## src/nqc_params.svh

```systemverilog
// Constants for the network ingress QoS classifier
`ifndef NQC_PARAMS_SVH
`define NQC_PARAMS_SVH
`define NQC_DSCP_ENTRIES 64
`define NQC_PRIO_ENTRIES 8
`define NQC_EXP_ENTRIES 8
`define NQC_TCI_PRIO_MSB 15
`define NQC_TCI_PRIO_LSB 13
`define NQC_TCI_DE_BIT 12
`define NQC_FB_CLASS_RST 3'h0
`define NQC_FB_PROF_RST 1'h1
`define NQC_DSCP_EF 6'h2e
`define NQC_DSCP_NC1 6'h30
`define NQC_DSCP_NC2 6'h38
`define NQC_DSCP_AF33 6'h1e
`define NQC_CS_SHIFT 3
`define NQC_ERR_NONE 2'h0
`define NQC_ERR_CLASS 2'h1
`define NQC_ERR_PROFILE 2'h2
`define NQC_ERR_ALIAS 2'h3
`endif

```

## src/nqc_pkg.sv

```systemverilog
// Types for the network ingress QoS classifier
package nqc_pkg;
  // Eight forwarding classes, lowest priority first
  typedef enum logic [2:0] {
    NQC_LOWEST_PRIORITY_CLASS = 3'h0,
    NQC_L2_CLASS = 3'h1,
    NQC_ASSURED_CLASS = 3'h2,
    NQC_L1_CLASS = 3'h3,
    NQC_HIGH_TWO_CLASS = 3'h4,
    NQC_EXPEDITED_CLASS = 3'h5,
    NQC_HIGH_ONE_CLASS = 3'h6,
    NQC_NETWORK_CONTROL_CLASS = 3'h7
  } nqc_class_type;

  // Profile choice for tag priority rules
  typedef enum logic [1:0] {
    NQC_PROF_IN,
    NQC_PROF_OUT,
    NQC_PROF_DERIVE_PROFILE_FROM_DROP_ELIGIBLE
  } nqc_prof_sel_type;

  // Header fields handed over by the parser
  typedef struct packed {
    logic valid;
    logic is_ip;
    logic is_labelled;
    logic has_tag;
    logic [5:0] dscp;
    logic [2:0] exp;
    logic [15:0] tci;
    logic [2:0] enq_prio;
  } nqc_hdr_type;

  // Classification result; profile 1 means out-of-profile
  typedef struct packed {
    logic valid;
    logic [2:0] fclass;
    logic out_profile;
    logic [2:0] enq_prio;
  } nqc_result_type;

  // Configuration write command
  typedef struct packed {
    logic valid;
    logic delete;
    logic [1:0] table_sel;
    logic [5:0] key;
    logic class_defined;
    logic [3:0] fclass;
    logic prio_defined;
    logic [2:0] enq_prio;
    logic [1:0] prof_sel;
  } nqc_cfg_type;

  // Table selector codes
  typedef enum logic [1:0] {
    NQC_TBL_FALLBACK,
    NQC_TBL_DSCP,
    NQC_TBL_EXP,
    NQC_TBL_TAG
  } nqc_table_type;
endpackage

```

## src/nqc_classifier.sv

```systemverilog
// Network ingress QoS classifier: tables, checks and per-packet lookup
//
// What this block does
// - Hold a class and profile for each of 64 DSCP values; unmapped uses fallback.
// - Reset sets the fallback to lowest priority class, out-of-profile.
// - Each fallback write fully replaces the stored class and profile.
// - Tag priority comes from the top three bits of the tag control field.
// - The tag rule table has eight entries, keyed by priority 0 to 7.
// - A tag rule with a class replaces it; without one the class is kept.
// - A tag rule without enqueuing priority keeps the earlier priority.
// - Rewriting a tag rule replaces all fields; missing ones become inherit.
// - Each tag rule picks in, out or derive from drop eligible.
// - In derive mode, drop eligible clear means in, set means out.
// - Deleting a tag rule takes effect at once for all following packets.
// - Deleting a DSCP entry makes that value use the fallback.
// - Expedited is 46, network control 48 and 56, af33 is 30.
// - Class selector n resolves to eight times n.
// - DSCP table keyed by value; mapping an already mapped value is refused.
// - Expedited, high one and network control DSCP entries take only in-profile.
// - Lowest priority class DSCP entries take only out-of-profile.
// - The output profile flag lets queuing favour in-profile under congestion.
// - A programmed class must be one of eight; other codes are refused.
// - Labelled packets use the EXP table, unlabelled IP packets the DSCP table.
// - The EXP key is three bits, eight mappable values.
`timescale 1ns/1ps
`default_nettype none
`include "nqc_params.svh"

module nqc_classifier
  import nqc_pkg::*;
(
  input wire logic i_core_clk,
  input wire logic i_rst,
  input wire nqc_hdr_type i_hdr,
  input wire nqc_cfg_type i_cfg,
  output nqc_result_type o_result,
  output logic o_cfg_ack,
  output logic [1:0] o_cfg_err
);

  // Per-entry storage; valid bits say whether a DSCP or EXP value is mapped
  logic [`NQC_DSCP_ENTRIES-1:0] dscp_vld_r;
  logic [2:0] dscp_cls_r [`NQC_DSCP_ENTRIES];
  logic dscp_out_r [`NQC_DSCP_ENTRIES];
  logic [`NQC_EXP_ENTRIES-1:0] exp_vld_r;
  logic [2:0] exp_cls_r [`NQC_EXP_ENTRIES];
  logic exp_out_r [`NQC_EXP_ENTRIES];
  logic [`NQC_PRIO_ENTRIES-1:0] tag_vld_r;
  logic [`NQC_PRIO_ENTRIES-1:0] tag_cls_def_r;
  logic [`NQC_PRIO_ENTRIES-1:0] tag_pri_def_r;
  logic [2:0] tag_cls_r [`NQC_PRIO_ENTRIES];
  logic [2:0] tag_pri_r [`NQC_PRIO_ENTRIES];
  nqc_prof_sel_type tag_prof_r [`NQC_PRIO_ENTRIES];
  logic [2:0] fb_cls_r;
  logic fb_out_r;

  // Resolve a class selector number to its code point
  function automatic logic [5:0] cs_to_dscp(input logic [2:0] sel);
    cs_to_dscp = {sel, 3'h0};
  endfunction

  // Strict class-to-profile pairing for DSCP entries
  function automatic logic prof_allowed(input logic [2:0] cls, input logic out_p);
    logic ok;
    ok = 1'b1;
    if ((cls == NQC_EXPEDITED_CLASS) || (cls == NQC_HIGH_ONE_CLASS) ||
        (cls == NQC_NETWORK_CONTROL_CLASS)) begin
      ok = !out_p;
    end else if (cls == NQC_LOWEST_PRIORITY_CLASS) begin
      ok = out_p;
    end
    prof_allowed = ok;
  endfunction

  // Decode of the configuration command
  logic cfg_out_p;
  logic cls_bad;
  logic prof_bad;
  logic alias_bad;
  logic tag_prof_bad;
  logic [1:0] err_nxt;
  assign cfg_out_p = (i_cfg.prof_sel == NQC_PROF_OUT);
  assign cls_bad = i_cfg.fclass[3];
  assign tag_prof_bad = (i_cfg.prof_sel > NQC_PROF_DERIVE_PROFILE_FROM_DROP_ELIGIBLE);
  assign prof_bad = (i_cfg.table_sel == NQC_TBL_DSCP) &&
                    (!prof_allowed(i_cfg.fclass[2:0], cfg_out_p) || i_cfg.prof_sel[1]);
  assign alias_bad = (i_cfg.table_sel == NQC_TBL_DSCP) && dscp_vld_r[i_cfg.key];

  // Error code; deletes never fail
  always_comb begin
    err_nxt = `NQC_ERR_NONE;
    if (i_cfg.valid && !i_cfg.delete) begin
      if (cls_bad && (i_cfg.class_defined || (i_cfg.table_sel != NQC_TBL_TAG))) begin
        err_nxt = `NQC_ERR_CLASS;
      end else if (prof_bad || ((i_cfg.table_sel == NQC_TBL_TAG) && tag_prof_bad)) begin
        err_nxt = `NQC_ERR_PROFILE;
      end else if (alias_bad) begin
        err_nxt = `NQC_ERR_ALIAS;
      end
    end
  end

  logic cfg_wr;
  assign cfg_wr = i_cfg.valid && !i_cfg.delete && (err_nxt == `NQC_ERR_NONE);

  // Fallback entry: a single slot, overwritten whole
  always_ff @(posedge i_core_clk) begin
    if (i_rst) begin
      fb_cls_r <= `NQC_FB_CLASS_RST;
      fb_out_r <= `NQC_FB_PROF_RST;
    end else if (cfg_wr && (i_cfg.table_sel == NQC_TBL_FALLBACK)) begin
      fb_cls_r <= i_cfg.fclass[2:0];
      fb_out_r <= cfg_out_p;
    end
  end

  // DSCP table, indexed by numeric value, not by name
  always_ff @(posedge i_core_clk) begin
    if (i_rst) begin
      dscp_vld_r <= '0;
    end else if (i_cfg.valid && (i_cfg.table_sel == NQC_TBL_DSCP)) begin
      if (i_cfg.delete) begin
        dscp_vld_r[i_cfg.key] <= 1'b0;
      end else if (cfg_wr) begin
        dscp_vld_r[i_cfg.key] <= 1'b1;
      end
    end
  end

  always_ff @(posedge i_core_clk) begin
    if (cfg_wr && (i_cfg.table_sel == NQC_TBL_DSCP)) begin
      dscp_cls_r[i_cfg.key] <= i_cfg.fclass[2:0];
      dscp_out_r[i_cfg.key] <= cfg_out_p;
    end
  end

  // EXP table, three-bit key
  always_ff @(posedge i_core_clk) begin
    if (i_rst) begin
      exp_vld_r <= '0;
    end else if (i_cfg.valid && (i_cfg.table_sel == NQC_TBL_EXP)) begin
      if (i_cfg.delete) begin
        exp_vld_r[i_cfg.key[2:0]] <= 1'b0;
      end else if (cfg_wr) begin
        exp_vld_r[i_cfg.key[2:0]] <= 1'b1;
      end
    end
  end

  always_ff @(posedge i_core_clk) begin
    if (cfg_wr && (i_cfg.table_sel == NQC_TBL_EXP)) begin
      exp_cls_r[i_cfg.key[2:0]] <= i_cfg.fclass[2:0];
      exp_out_r[i_cfg.key[2:0]] <= cfg_out_p;
    end
  end

  // Tag priority rules: rewrite replaces every field, absent ones become inherit
  always_ff @(posedge i_core_clk) begin
    if (i_rst) begin
      tag_vld_r <= '0;
      tag_cls_def_r <= '0;
      tag_pri_def_r <= '0;
    end else if (i_cfg.valid && (i_cfg.table_sel == NQC_TBL_TAG)) begin
      if (i_cfg.delete) begin
        tag_vld_r[i_cfg.key[2:0]] <= 1'b0;
      end else if (cfg_wr) begin
        tag_vld_r[i_cfg.key[2:0]] <= 1'b1;
        tag_cls_def_r[i_cfg.key[2:0]] <= i_cfg.class_defined;
        tag_pri_def_r[i_cfg.key[2:0]] <= i_cfg.prio_defined;
      end
    end
  end

  always_ff @(posedge i_core_clk) begin
    if (cfg_wr && (i_cfg.table_sel == NQC_TBL_TAG)) begin
      tag_cls_r[i_cfg.key[2:0]] <= i_cfg.fclass[2:0];
      tag_pri_r[i_cfg.key[2:0]] <= i_cfg.enq_prio;
      tag_prof_r[i_cfg.key[2:0]] <= nqc_prof_sel_type'(i_cfg.prof_sel);
    end
  end

  // Configuration answer, one cycle after the command
  always_ff @(posedge i_core_clk) begin
    if (i_rst) begin
      o_cfg_ack <= 1'b0;
      o_cfg_err <= `NQC_ERR_NONE;
    end else begin
      o_cfg_ack <= i_cfg.valid;
      o_cfg_err <= i_cfg.valid ? err_nxt : `NQC_ERR_NONE;
    end
  end

  // Per-packet lookup; all stages resolve in one combinational pass
  logic [2:0] prio_key;
  logic de_bit;
  logic [2:0] cls_s1;
  logic out_s1;
  logic [2:0] cls_fin;
  logic out_fin;
  logic [2:0] pri_fin;
  assign prio_key = i_hdr.tci[`NQC_TCI_PRIO_MSB:`NQC_TCI_PRIO_LSB];
  assign de_bit = i_hdr.tci[`NQC_TCI_DE_BIT];

  always_comb begin
    cls_s1 = fb_cls_r;
    out_s1 = fb_out_r;
    if (i_hdr.is_labelled) begin
      if (exp_vld_r[i_hdr.exp]) begin
        cls_s1 = exp_cls_r[i_hdr.exp];
        out_s1 = exp_out_r[i_hdr.exp];
      end
    end else if (i_hdr.is_ip && dscp_vld_r[i_hdr.dscp]) begin
      cls_s1 = dscp_cls_r[i_hdr.dscp];
      out_s1 = dscp_out_r[i_hdr.dscp];
    end
  end

  // Tag override last; unlisted fields inherit the earlier stage
  always_comb begin
    cls_fin = cls_s1;
    out_fin = out_s1;
    pri_fin = i_hdr.enq_prio;
    if (i_hdr.has_tag && tag_vld_r[prio_key]) begin
      if (tag_cls_def_r[prio_key]) begin
        cls_fin = tag_cls_r[prio_key];
      end
      if (tag_pri_def_r[prio_key]) begin
        pri_fin = tag_pri_r[prio_key];
      end
      case (tag_prof_r[prio_key])
        NQC_PROF_IN: out_fin = 1'b0;
        NQC_PROF_OUT: out_fin = 1'b1;
        NQC_PROF_DERIVE_PROFILE_FROM_DROP_ELIGIBLE: out_fin = de_bit;
        default: out_fin = out_s1;
      endcase
    end
  end

  // Registered result; out_profile tells queuing which packets to drop first
  always_ff @(posedge i_core_clk) begin
    if (i_rst) begin
      o_result <= '0;
    end else begin
      o_result.valid <= i_hdr.valid;
      o_result.fclass <= cls_fin;
      o_result.out_profile <= out_fin;
      o_result.enq_prio <= pri_fin;
    end
  end

  // Assertions
  logic [5:0] cs5_code;
  assign cs5_code = cs_to_dscp(3'h5);

  property p_fallback_reset;
    @(posedge i_core_clk) $past(i_rst) |-> (fb_cls_r == `NQC_FB_CLASS_RST) && fb_out_r;
  endproperty
  a_fallback_reset: assert property (p_fallback_reset) else $error("fallback not reset");

  property p_fallback_replace;
    @(posedge i_core_clk) disable iff (i_rst)
      cfg_wr && (i_cfg.table_sel == NQC_TBL_FALLBACK) |=> (fb_cls_r == $past(i_cfg.fclass[2:0])) &&
      (fb_out_r == $past(cfg_out_p));
  endproperty
  a_fallback_replace: assert property (p_fallback_replace) else $error("fallback not replaced");

  property p_alias_refused;
    @(posedge i_core_clk) disable iff (i_rst)
      i_cfg.valid && !i_cfg.delete && (i_cfg.table_sel == NQC_TBL_DSCP) && dscp_vld_r[i_cfg.key] &&
      !cls_bad && !prof_bad |=> o_cfg_ack && (o_cfg_err == `NQC_ERR_ALIAS);
  endproperty
  a_alias_refused: assert property (p_alias_refused) else $error("alias accepted");

  property p_dscp_delete;
    @(posedge i_core_clk) disable iff (i_rst)
      i_cfg.valid && i_cfg.delete && (i_cfg.table_sel == NQC_TBL_DSCP) |=> !dscp_vld_r[$past(i_cfg.key)];
  endproperty
  a_dscp_delete: assert property (p_dscp_delete) else $error("dscp entry kept");

  property p_strict_high;
    @(posedge i_core_clk) disable iff (i_rst)
      i_cfg.valid && !i_cfg.delete && (i_cfg.table_sel == NQC_TBL_DSCP) && !cls_bad &&
      (i_cfg.fclass[2:0] inside {NQC_EXPEDITED_CLASS, NQC_HIGH_ONE_CLASS, NQC_NETWORK_CONTROL_CLASS}) &&
      cfg_out_p |=> o_cfg_err == `NQC_ERR_PROFILE;
  endproperty
  a_strict_high: assert property (p_strict_high) else $error("out profile accepted");

  property p_strict_low;
    @(posedge i_core_clk) disable iff (i_rst)
      i_cfg.valid && !i_cfg.delete && (i_cfg.table_sel == NQC_TBL_DSCP) && !cls_bad &&
      (i_cfg.fclass[2:0] == NQC_LOWEST_PRIORITY_CLASS) && !cfg_out_p |=> o_cfg_err == `NQC_ERR_PROFILE;
  endproperty
  a_strict_low: assert property (p_strict_low) else $error("in profile accepted");

  property p_bad_class;
    @(posedge i_core_clk) disable iff (i_rst)
      i_cfg.valid && !i_cfg.delete && (i_cfg.table_sel == NQC_TBL_DSCP) && cls_bad |=>
      (o_cfg_err == `NQC_ERR_CLASS) && (dscp_vld_r == $past(dscp_vld_r));
  endproperty
  a_bad_class: assert property (p_bad_class) else $error("bad class accepted");

  property p_derive_de;
    @(posedge i_core_clk) disable iff (i_rst)
      i_hdr.has_tag && tag_vld_r[prio_key] &&
      (tag_prof_r[prio_key] == NQC_PROF_DERIVE_PROFILE_FROM_DROP_ELIGIBLE) |=> o_result.out_profile == $past(de_bit);
  endproperty
  a_derive_de: assert property (p_derive_de) else $error("profile not from drop eligible");

  property p_inherit_class;
    @(posedge i_core_clk) disable iff (i_rst)
      i_hdr.valid && (!i_hdr.has_tag || !tag_vld_r[prio_key] || !tag_cls_def_r[prio_key]) |=>
      o_result.fclass == $past(cls_s1);
  endproperty
  a_inherit_class: assert property (p_inherit_class) else $error("class not inherited");

  property p_inherit_prio;
    @(posedge i_core_clk) disable iff (i_rst)
      i_hdr.valid && (!i_hdr.has_tag || !tag_vld_r[prio_key] || !tag_pri_def_r[prio_key]) |=>
      o_result.enq_prio == $past(i_hdr.enq_prio);
  endproperty
  a_inherit_prio: assert property (p_inherit_prio) else $error("priority not inherited");

  property p_fixed_codes;
    @(posedge i_core_clk) (`NQC_DSCP_EF == 6'h2e) && (`NQC_DSCP_NC1 == cs_to_dscp(3'h6)) &&
      (`NQC_DSCP_NC2 == cs_to_dscp(3'h7)) && (`NQC_DSCP_AF33 == 6'h1e) && (cs5_code == 6'h28);
  endproperty
  a_fixed_codes: assert property (p_fixed_codes) else $error("code point names wrong");

endmodule

`default_nettype wire

```

## config.mk

```make
export PLATFORM = sky130hd
export DESIGN_NAME = nqc_classifier
export DESIGN_NICKNAME = d
export VERILOG_FILES = /design/src/nqc_pkg.sv /design/src/nqc_classifier.sv
export VERILOG_INCLUDE_DIRS = /design/src
export SDC_FILE = /design/constraint.sdc
export NUM_CORES = 1
export LEC_CHECK = 0
export ABC_AREA = 1
export BUFFER_PORTS_ARGS = -buffer_cell sky130_fd_sc_hd__buf_2
export CAP_MARGIN = 20
export CORE_MARGIN = 3
export CORE_UTILIZATION = 65
export DETAILED_ROUTE_END_ITERATION = 8
export GPL_ROUTABILITY_DRIVEN = 0
export HOLD_SLACK_MARGIN = 0.02
export PLACE_DENSITY = 0.83
export SLEW_MARGIN = 25
export SYNTH_ARGS = -nofsm -noshare
export SYNTH_HDL_FRONTEND = slang
export SYNTH_SLANG_ARGS = --single-unit
```

## constraint.sdc

```tcl
create_clock -name i_core_clk -period 6.5 [get_ports i_core_clk]
set_clock_uncertainty 0.2 [all_clocks]
set_input_delay 0.65 -clock i_core_clk [delete_from_list [all_inputs] [get_ports i_core_clk]]
set_output_delay 0.65 -clock i_core_clk [all_outputs]
set_load 0.05 [all_outputs]
```

### Yosys cells after proc, flatten, opt, wreduce, memory -nomap -nowiden

Memory sizes are Yosys's and may differ from the RTL's.
Cells that the tools add are included.

| storage, ports and cells | value |
|---|---|
| bits of input ports | 55 |
| bits in writable memories | 352 |
| bits in registers | 111 |
| output and inout port bits | 11 |
| memories | 7 |

| cells by class | value |
|---|---|
| eq/ne operators | 10 |
| magnitude comparators | 8 |
| bitwise gates (word level) | 10 |
| multiplexer cells | 48 |
| reductions and logical operators | 35 |

Memory list:

| memory | depth | bits a word | read ports | clocked after memory_dff | wr ports | RTL line | text |
|---|---|---|---|---|---|---|---|
| dscp_cls_r | 64 | 3 | 1 | 0 | 1 | nqc_classifier.sv:43 | `` logic [2:0] dscp_cls_r [`NQC_DSCP_ENTRIES]; `` |
| dscp_out_r | 64 | 1 | 1 | 0 | 1 | nqc_classifier.sv:44 | `` logic dscp_out_r [`NQC_DSCP_ENTRIES]; `` |
| exp_cls_r | 8 | 3 | 1 | 0 | 1 | nqc_classifier.sv:46 | `` logic [2:0] exp_cls_r [`NQC_EXP_ENTRIES]; `` |
| tag_cls_r | 8 | 3 | 1 | 0 | 1 | nqc_classifier.sv:51 | `` logic [2:0] tag_cls_r [`NQC_PRIO_ENTRIES]; `` |
| tag_pri_r | 8 | 3 | 1 | 0 | 1 | nqc_classifier.sv:52 | `` logic [2:0] tag_pri_r [`NQC_PRIO_ENTRIES]; `` |
| tag_prof_r | 8 | 2 | 1 | 0 | 1 | nqc_classifier.sv:53 | `` nqc_prof_sel_type tag_prof_r [`NQC_PRIO_ENTRIES]; `` |
| 1 more memories | n/a | n/a | n/a | n/a | n/a | n/a |  |

Operators by type and width:

| operator | count |
|---|---|
| 64-bit two-way mux | 2 |
| 64-bit AND | 1 |
| 64-bit inverter | 1 |
| 64-bit bitwise OR | 1 |
| 8-bit two-way mux | 4 |
| 3-bit two-way mux | 7 |
| 1-bit two-way mux | 20 |
| 1-bit logical AND | 17 |
| 8-bit AND | 2 |
| 8-bit bitwise mux | 2 |
| 8-bit bitwise OR | 2 |
| 6-bit by 7-bit < comparator with 1-bit output (second input constant) | 2 |
| 1-bit binary-select mux with 3-bit select | 4 |
| 1-bit binary-select mux with 6-bit select | 2 |
| 3-bit by 4-bit < comparator with 1-bit output (second input constant) | 3 |
| 3-bit equality test (second input constant) | 3 |
| 2-bit two-way mux | 4 |
| 8-bit inverter | 1 |
| 1-bit demux with 6-bit select | 1 |
| 2-bit by 1-bit equality test with 1-bit output (second input constant) | 3 |
| 2-bit equality test (second input constant) | 3 |
| 6-bit by 1-bit >= comparator with 1-bit output (second input constant) | 1 |
| 2-bit logical NOT | 3 |
| 2-bit AND reduction | 3 |
| other kinds (12) | 19 |

### Longest topological paths before layout

Gate-level depths: netlist (run 1).

| depth | value |
|---|---|
| depth after elaboration | 16 |
| depth in mapped cells | 22 |
| depth with buffers taken out | 18 |

### Worst setup path before layout (run 1)

Ideal clock, no wire load.

| path | value |
|---|---|
| path kind | input to register |
| start | in i_cfg[0] (netlist name) |
| end | mem dscp_out_r[0], data pin |
| stages | 2 |
| arrival time | 2.399 ns |
| path slack | 3.355 ns |
| data required time | 5.754 ns |
| setup time | 0.546 ns |
| cells stage by stage | inv_1 nor2_1 |

| between the ends | value |
|---|---|
| word-level cells in the longest chain between the ends | 1 |

Ends and longest elaborated chain:

| element | RTL line | text |
|---|---|---|
| start: declaration | nqc_classifier.sv:35 | `input wire nqc_cfg_type i_cfg,` |
| 2-bit by 1-bit equality test with 1-bit output | nqc_classifier.sv:82 | `assign cfg_out_p = (i_cfg.prof_sel == NQC_PROF_OUT);` |
| named net cfg_out_p | nqc_classifier.sv:76 | `logic cfg_out_p;` |
| end: declaration | nqc_classifier.sv:44 |  |

The timed path passes the listed nets, and every way through them passes these cells.

==> summary.txt, run 1 <==
Status
  – Status: finished, final reports clean

Floorplanning
  – I/O pin total: 66
  – Initial Util: 66.5%
  – Site row count: 66
  – Die ar.: 35900 sq um
  – Core area: 32900 sq um
  – DIE WIDTH: 189 microns
  – Die height: 189 microns

Timing
  – Max Fclk: 229 MHz
  – Final setup violation count: 0
  – Fin. max-slew vios: 0
  – RSZ-0062 raised after global routing: no
  – Hold_ws: 0.110 ns
  – Hold Vio Cnt, Final: 0
  – Final period utilization: 67.3%
  – Setup tns final: 0 ns
  – Tightest Pin Transition: 1.08 ns
  – Relative slew margins: 27.3%
  – Final min period: 4.37 ns

CTS
  – Clk Latency, worst-skew pair: 0.57 ns
  – CTS max path bufs: 3
  – CTS Buf Count: 46
  – Post-CTS Hold Fix Bufs: 0
  – Clock Sinks: 463
  – Clock root cell: clkbuf_16
  – Clk pin slew, worst setup/hold paths: 0.06 ns
  – PostCTS Resize Cnt: 0
  – CTS tree: built
  – Setup Fix Bufs, Post-CTS: 0
  – H-tree depth: 2

Logic synthesis
  – Most frequent cells after synthesis: nand2_1 (675), edfxtp_1 (352), nand3_1 (342)
  – Top-count cell post-synth: nand2_1
  – Post-synthesis sequential area ratio: 58.5%
  – Number of synthesized register bits: 463
  – Synth async-reset ratio: 0%
  – Post-synth cell types: 33
  – Synth area leaders: edfxtp_1 (48%), nand2_1 (12%), dfxtp_1 (10%), nand3_1 (7.8%), nor2_1 (4.5%)
  – Mapped Nets: 2576
  – Mapped Cells: 2521
  – Area share of the largest cell type after synthesis: 48.4%
  – Predominant post-synthesis flop cell: edfxtp_1
  – Mapped cell area: 21900 sq um
  – Synth warn: 0
  – Post-synth EDFFs: 352
  – Mean Syn Cell Area: 8.67 sq um
  – Largest area contributor in the netlist: edfxtp_1

GRT
  – First-pass GRT wire length: 89800 microns
  – Met2 Track Usage GR: 50.9%
  – All-Layer GR Usage: 31.5%
  – Met1 usage: 41.2%
  – Number of global-route vias before repair: 17600
  – Largest net degree at the start of global routing: 99
  – Met3 usage: 5.67%
  – Congestion Overflow GR: 0
  – GRT Max-Usage Layer: met2
  – Initial antenna violation count: 2

Place
  – DP Wirelength: 32600 microns
  – I/O Buffers: 53
  – Placed instance count: 2873

Drt
  – Router iterations before antenna repair: 6
  – Initial drt markers: 2136
  – Via-to-Cell Ratio: 6.14
  – Post-route ant nets: 0
  – Via Count: 18100
  – Final wirelength: 56700 microns
  – Wire length per cell: 19.2 microns
  – Drt drc: 0

Finish
  – Final nets: 2534
  – Share of layout cells above drive strength 1: 6.73%
  – Filler cell count: 2413
  – Non-Filler Instances: 2956
  – Synth-to-Final Area Change: 7.97%

Job
  – MaxCap Viol Count: 0

Worst setup path
  – CP startpoint: i_cfg[11]
  – Buf/Inv on CP: 4
  – Crit path max-delay family: simple AND/OR/NAND/NOR gates
  – Worst path max stage delay: 0.74 ns
  – CP Cell Sequence: buf_2 > inv_4 > nand2_1 > nand2_1 > nand2_1 > nand2_1 > nand2_1 > nand2_1 > nand2_1 > nand2_1 > nor2_1 > nand2_1 > nand2_2 > nand3_2 > nand2_4 > buf_4 > nand3_1 > nand2_1 > inv_1 > nor2_1
  – CP required: 6.80 ns
  – Critical path depth: 20
  – Critical Path Most Common Cell: nand2_1
  – Crit Path Category: in2reg
  – R2R Setup Slk: 2.96 ns
  – Crit path max-delay cell type: nand2_4
  – Worst r2r path cells: 16
  – Crit path capture type: flip-flop
  – Worst Path Arrival: 4.68 ns
  – Max Fanout on Critical Path: 96
  – CP startpoint kind: primary input

Power
  – Pwr Density: 266 nW/um^2
  – Leakage: 0.00886 uW
  – VDD IR-drop max: 0.000271 V

Min path
  – HP Class: in2reg
cell families after synthesis:
group,Yosys count,synth area share [%]
AND/OR/NAND/NOR,1450,28.6
flip-flops,463,58.5
buffers and inverters,376,7.01
AO/OA/AOI/OAI,228,5.62
multiplexers,4,0.206
area by class of cell:
class | count | area (sq um) | share of cell area (%)
Tap cell | 442 | 553 | 2.34
Sequential cell | 463 | 12800 | 54.2
Clock inverter | 18 | 171 | 0.726
Multi-Input combinational cell | 1682 | 7550 | 32.0
Clock buffer | 64 | 1290 | 5.46
Inverter | 208 | 790 | 3.35
Antenna cell | 1 | 2.50 | 0.0106
Timing Repair Buffer | 78 | 455 | 1.93
how the worst min path moves through the flow:
stage / from / depth (start not counted) / slack, ns / to
floorplan: flip-flop / 2 / 0.22 / flip-flop
global placement: flip-flop / 2 / 0.23 / flip-flop
detailed placement: flip-flop / 2 / 0.23 / flip-flop
CTS: i_hdr[31] / 3 / 0.1 / o_result[7]
global route: i_hdr[31] / 3 / 0.11 / o_result[7]
finish: i_hdr[31] / 3 / 0.11 / o_result[7]
report_power, final:
group,internal [uW],switching (uW)
logic,113,386
clock network,1500,1090
registers,3190,2.74
total,4800,1480
metrics by stage:
step	total power [uW]	area, sq um	utilization (%)	setup slack [ns]
finish	6280	23600	71.8	2.13
global route	6450	23600	71.8	1.86
CTS	6270	23600	71.8	2.31
detailed placement	3740	22100	67.3	1.74
global placement	3720	22100	67.3	1.88
floorplan	3580	21900	-	3.35
worst register-to-register path, stage by stage, from the launching register on:
cell and delay [ns]:
dfxtp_1 0.31, inv_1 0.07, nand2_1 0.05, nand3_1 0.12, nand2_1 0.06, o21ai_1 0.21, nand2_1 0.08, nor2_1 0.11
nand2_1 0.14, nand2_2 0.10, nand3_2 0.15, nand2_4 0.74, buf_4 0.67, nand3_1 0.18, nand2_1 0.15, inv_1 0.05
nor2_1 0.10
layer usage:
metal,up-vias,share of wire [%],routed length [microns]
met5,-,0.023,13
met4,2,4.9,2770
met3,229,11,6180
met2,1077,47,26600
met1,8430,37,21200
li1,8409,-,-
cells in the final DEF (no fill, tap or decap), types with 3 or more instances in the layout:
cell	instances
bufinv_16	3
o211ai_1	6
dfxtp_1	111
inv_4	3
nand4_1	82
o22ai_1	24
nor2_1	262
mux2_2	4
clkinv_2	5
clkinv_1	21
a21oi_1	80
o21ai_0	100
clkbuf_8	7
o21ai_1	7
nand2_1	675
nor2_4	10
clkbuf_1	11
buf_2	52
edfxtp_1	352
nor3_1	70
nand3_1	342
buf_4	26
o221ai_1	6
inv_1	190
clkbuf_16	46
(Power assumes the default switching activity.)
==> inputs of run 2 (changes only) <==
- CORE_UTILIZATION: 65 -> 56
- PLACE_DENSITY: 0.83 -> 0.76
- clock period: 6.5 -> 3.7 ns (I/O delays scaled with it)
==> summary.txt, run 2 (synthesis results as in run 1) <==
Timing
  – Final worst setup slack: 0.750 ns
  – Relative slew margins: 34.7%
  – Fin. max-slew vios: 0
  – Setup tns final: 0 ns
  – Final period utilization: 79.7%
  – Final min period: 2.95 ns
  – Tightest Pin Transition: 0.979 ns
  – Hold Vio Cnt, Final: 0
  – Max Fclk: 339 MHz
  – RSZ-0062 raised after global routing: no
  – Final setup violation count: 0

CTS
  – Post-CTS Hold Fix Bufs: 20
  – Clock root cell: clkbuf_16
  – Clk pin slew, worst setup/hold paths: 0.06 ns
  – PostCTS Resize Cnt: 0
  – CTS tree: built
  – Setup Fix Bufs, Post-CTS: 0
  – CTS Buf Count: 48
  – Clk Latency, worst-skew pair: 0.61 ns
  – H-tree depth: 2
  – CTS max path bufs: 3
  – Clock Sinks: 463

Drt
  – Final wirelength: 58000 microns
  – Router iterations before antenna repair: 8
  – Wire length per cell: 18.9 microns
  – Initial drt markers: 2029
  – Post-route ant nets: 0
  – Via-to-Cell Ratio: 5.88
  – Drt drc: 0
  – Via Count: 18100

Place
  – I/O Buffers: 53
  – Placed instance count: 2967
  – Dpl ws: 0.274 ns
  – DP Wirelength: 34600 microns

Job
  – MaxCap Viol Count: 0

Worst setup path
  – Worst Path Arrival: 2.98 ns
  – Crit path capture type: flip-flop
  – CP required: 3.73 ns
  – R2R Setup Slk: 0.76 ns
  – Crit Path Category: in2reg
  – RR Endpoint: dscp_cls_r[18][2]
  – Worst r2r path cells: 14
  – Max Fanout on Critical Path: 61
  – CP startpoint kind: primary input

Floorplanning
  – Core area: 38100 sq um
  – DIE WIDTH: 204 microns
  – I/O pin total: 66
  – Site row count: 71
  – Initial Util: 57.4%
  – Die ar.: 41400 sq um
  – Die height: 204 microns

Finish
  – Area of the multi-input gates: 7550 sq um
  – Synth-to-Final Area Change: 10.9%
  – Flip-flop and latch area: 12800 sq um
  – Commonest non-fill, non-tap cells in the layout: nand2_1 (675), edfxtp_1 (352), nand3_1 (342)
  – Diodes inserted: 0
  – Post-layout util: 63.6%
  – Non-Filler Instances: 3076
  – Commonest non-fill, non-tap cell in the layout: nand2_1
  – Final nets: 2581
  – Share of layout cells above drive strength 1: 7.76%
  – Filler cell count: 3008

Status
  – Status: finished, final reports clean

Min path
  – Hold Path Stages: 5
  – Hold Path Sink: o_result[3]
  – Hold Crit Start: i_hdr[15]
  – HP Class: in2reg

GRT
  – All-Layer GR Usage: 27.7%
  – First-pass GRT wire length: 90500 microns
  – Congestion Overflow GR: 0
  – Number of global-route vias before repair: 17300
  – Initial antenna violation count: 1
  – Largest net degree at the start of global routing: 128

Power
  – VDD IR-drop max: 0.000529 V
  – Pwr Density: 460 nW/um^2
  – Leakage: 0.00913 uW
run 2: cell type report:
cell class	instances	area share [%]
clock buffer	62	5.26
tap	511	2.64
clock inverter	27	0.944
multi-input combinational	1682	31.1
inverter	208	3.25
timing repair buffer	123	4.05
sequential	463	52.8
run 2: worst max-delay path by stage:
stage / startpoint / end / slack (ns) / cells after the start
2_1_floorplan: i_cfg[0] / dscp_out_r[0] / 0.83 / 2
3_3_place_gp: i_cfg[11] / dscp_cls_r[50][0] / 0.34 / 15
3_5_place_dp: i_cfg[11] / dscp_cls_r[48][1] / 0.27 / 15
4_1_cts: i_cfg[8] / dscp_cls_r[36][0] / 0.77 / 11
5_1_grt: i_cfg[11] / dscp_cls_r[36][0] / 0.51 / 15
6_report: i_cfg[8] / dscp_cls_r[18][2] / 0.75 / 11
run 2: report_power, final:
part	switching [uW]	total, uW	leakage [uW]	internal, uW
Clock	2030	4620	0.000724	2590
Sequential	6.26	5610	0.00398	5600
Combinational	690	928	0.00443	239
run 2: worst max-delay path, cell delays in order:
cell           delay, ns
dlygate4sd3_1       0.52
buf_2               0.24
nor2_1              0.08
a21oi_1             0.13
o21ai_0             0.09
a32oi_1             0.31
nand3_2             0.22
inv_1               0.17
nand2_2             0.08
buf_12              0.21
nor3_1              0.50
run 2: stage by stage:
step / total power, uW / hold WS [ns] / area, sq um
floorplan: 6280 / 0.222 / 21900
global placement: 6590 / 0.229 / 22500
detailed placement: 6600 / 0.232 / 22500
CTS: 11200 / 0.0240 / 24200
global route: 11500 / 0.0644 / 24200
finish: 11200 / 0.0509 / 24200
run 2: routing by layer:
layer,GRT usage (%),share of wire (%),up-vias
met5,0,0.022,-
met4,12.4,4.1,2
met3,4.93,10,174
met2,46.1,47,937
met1,35.8,39,8460
li1,-,-,8503
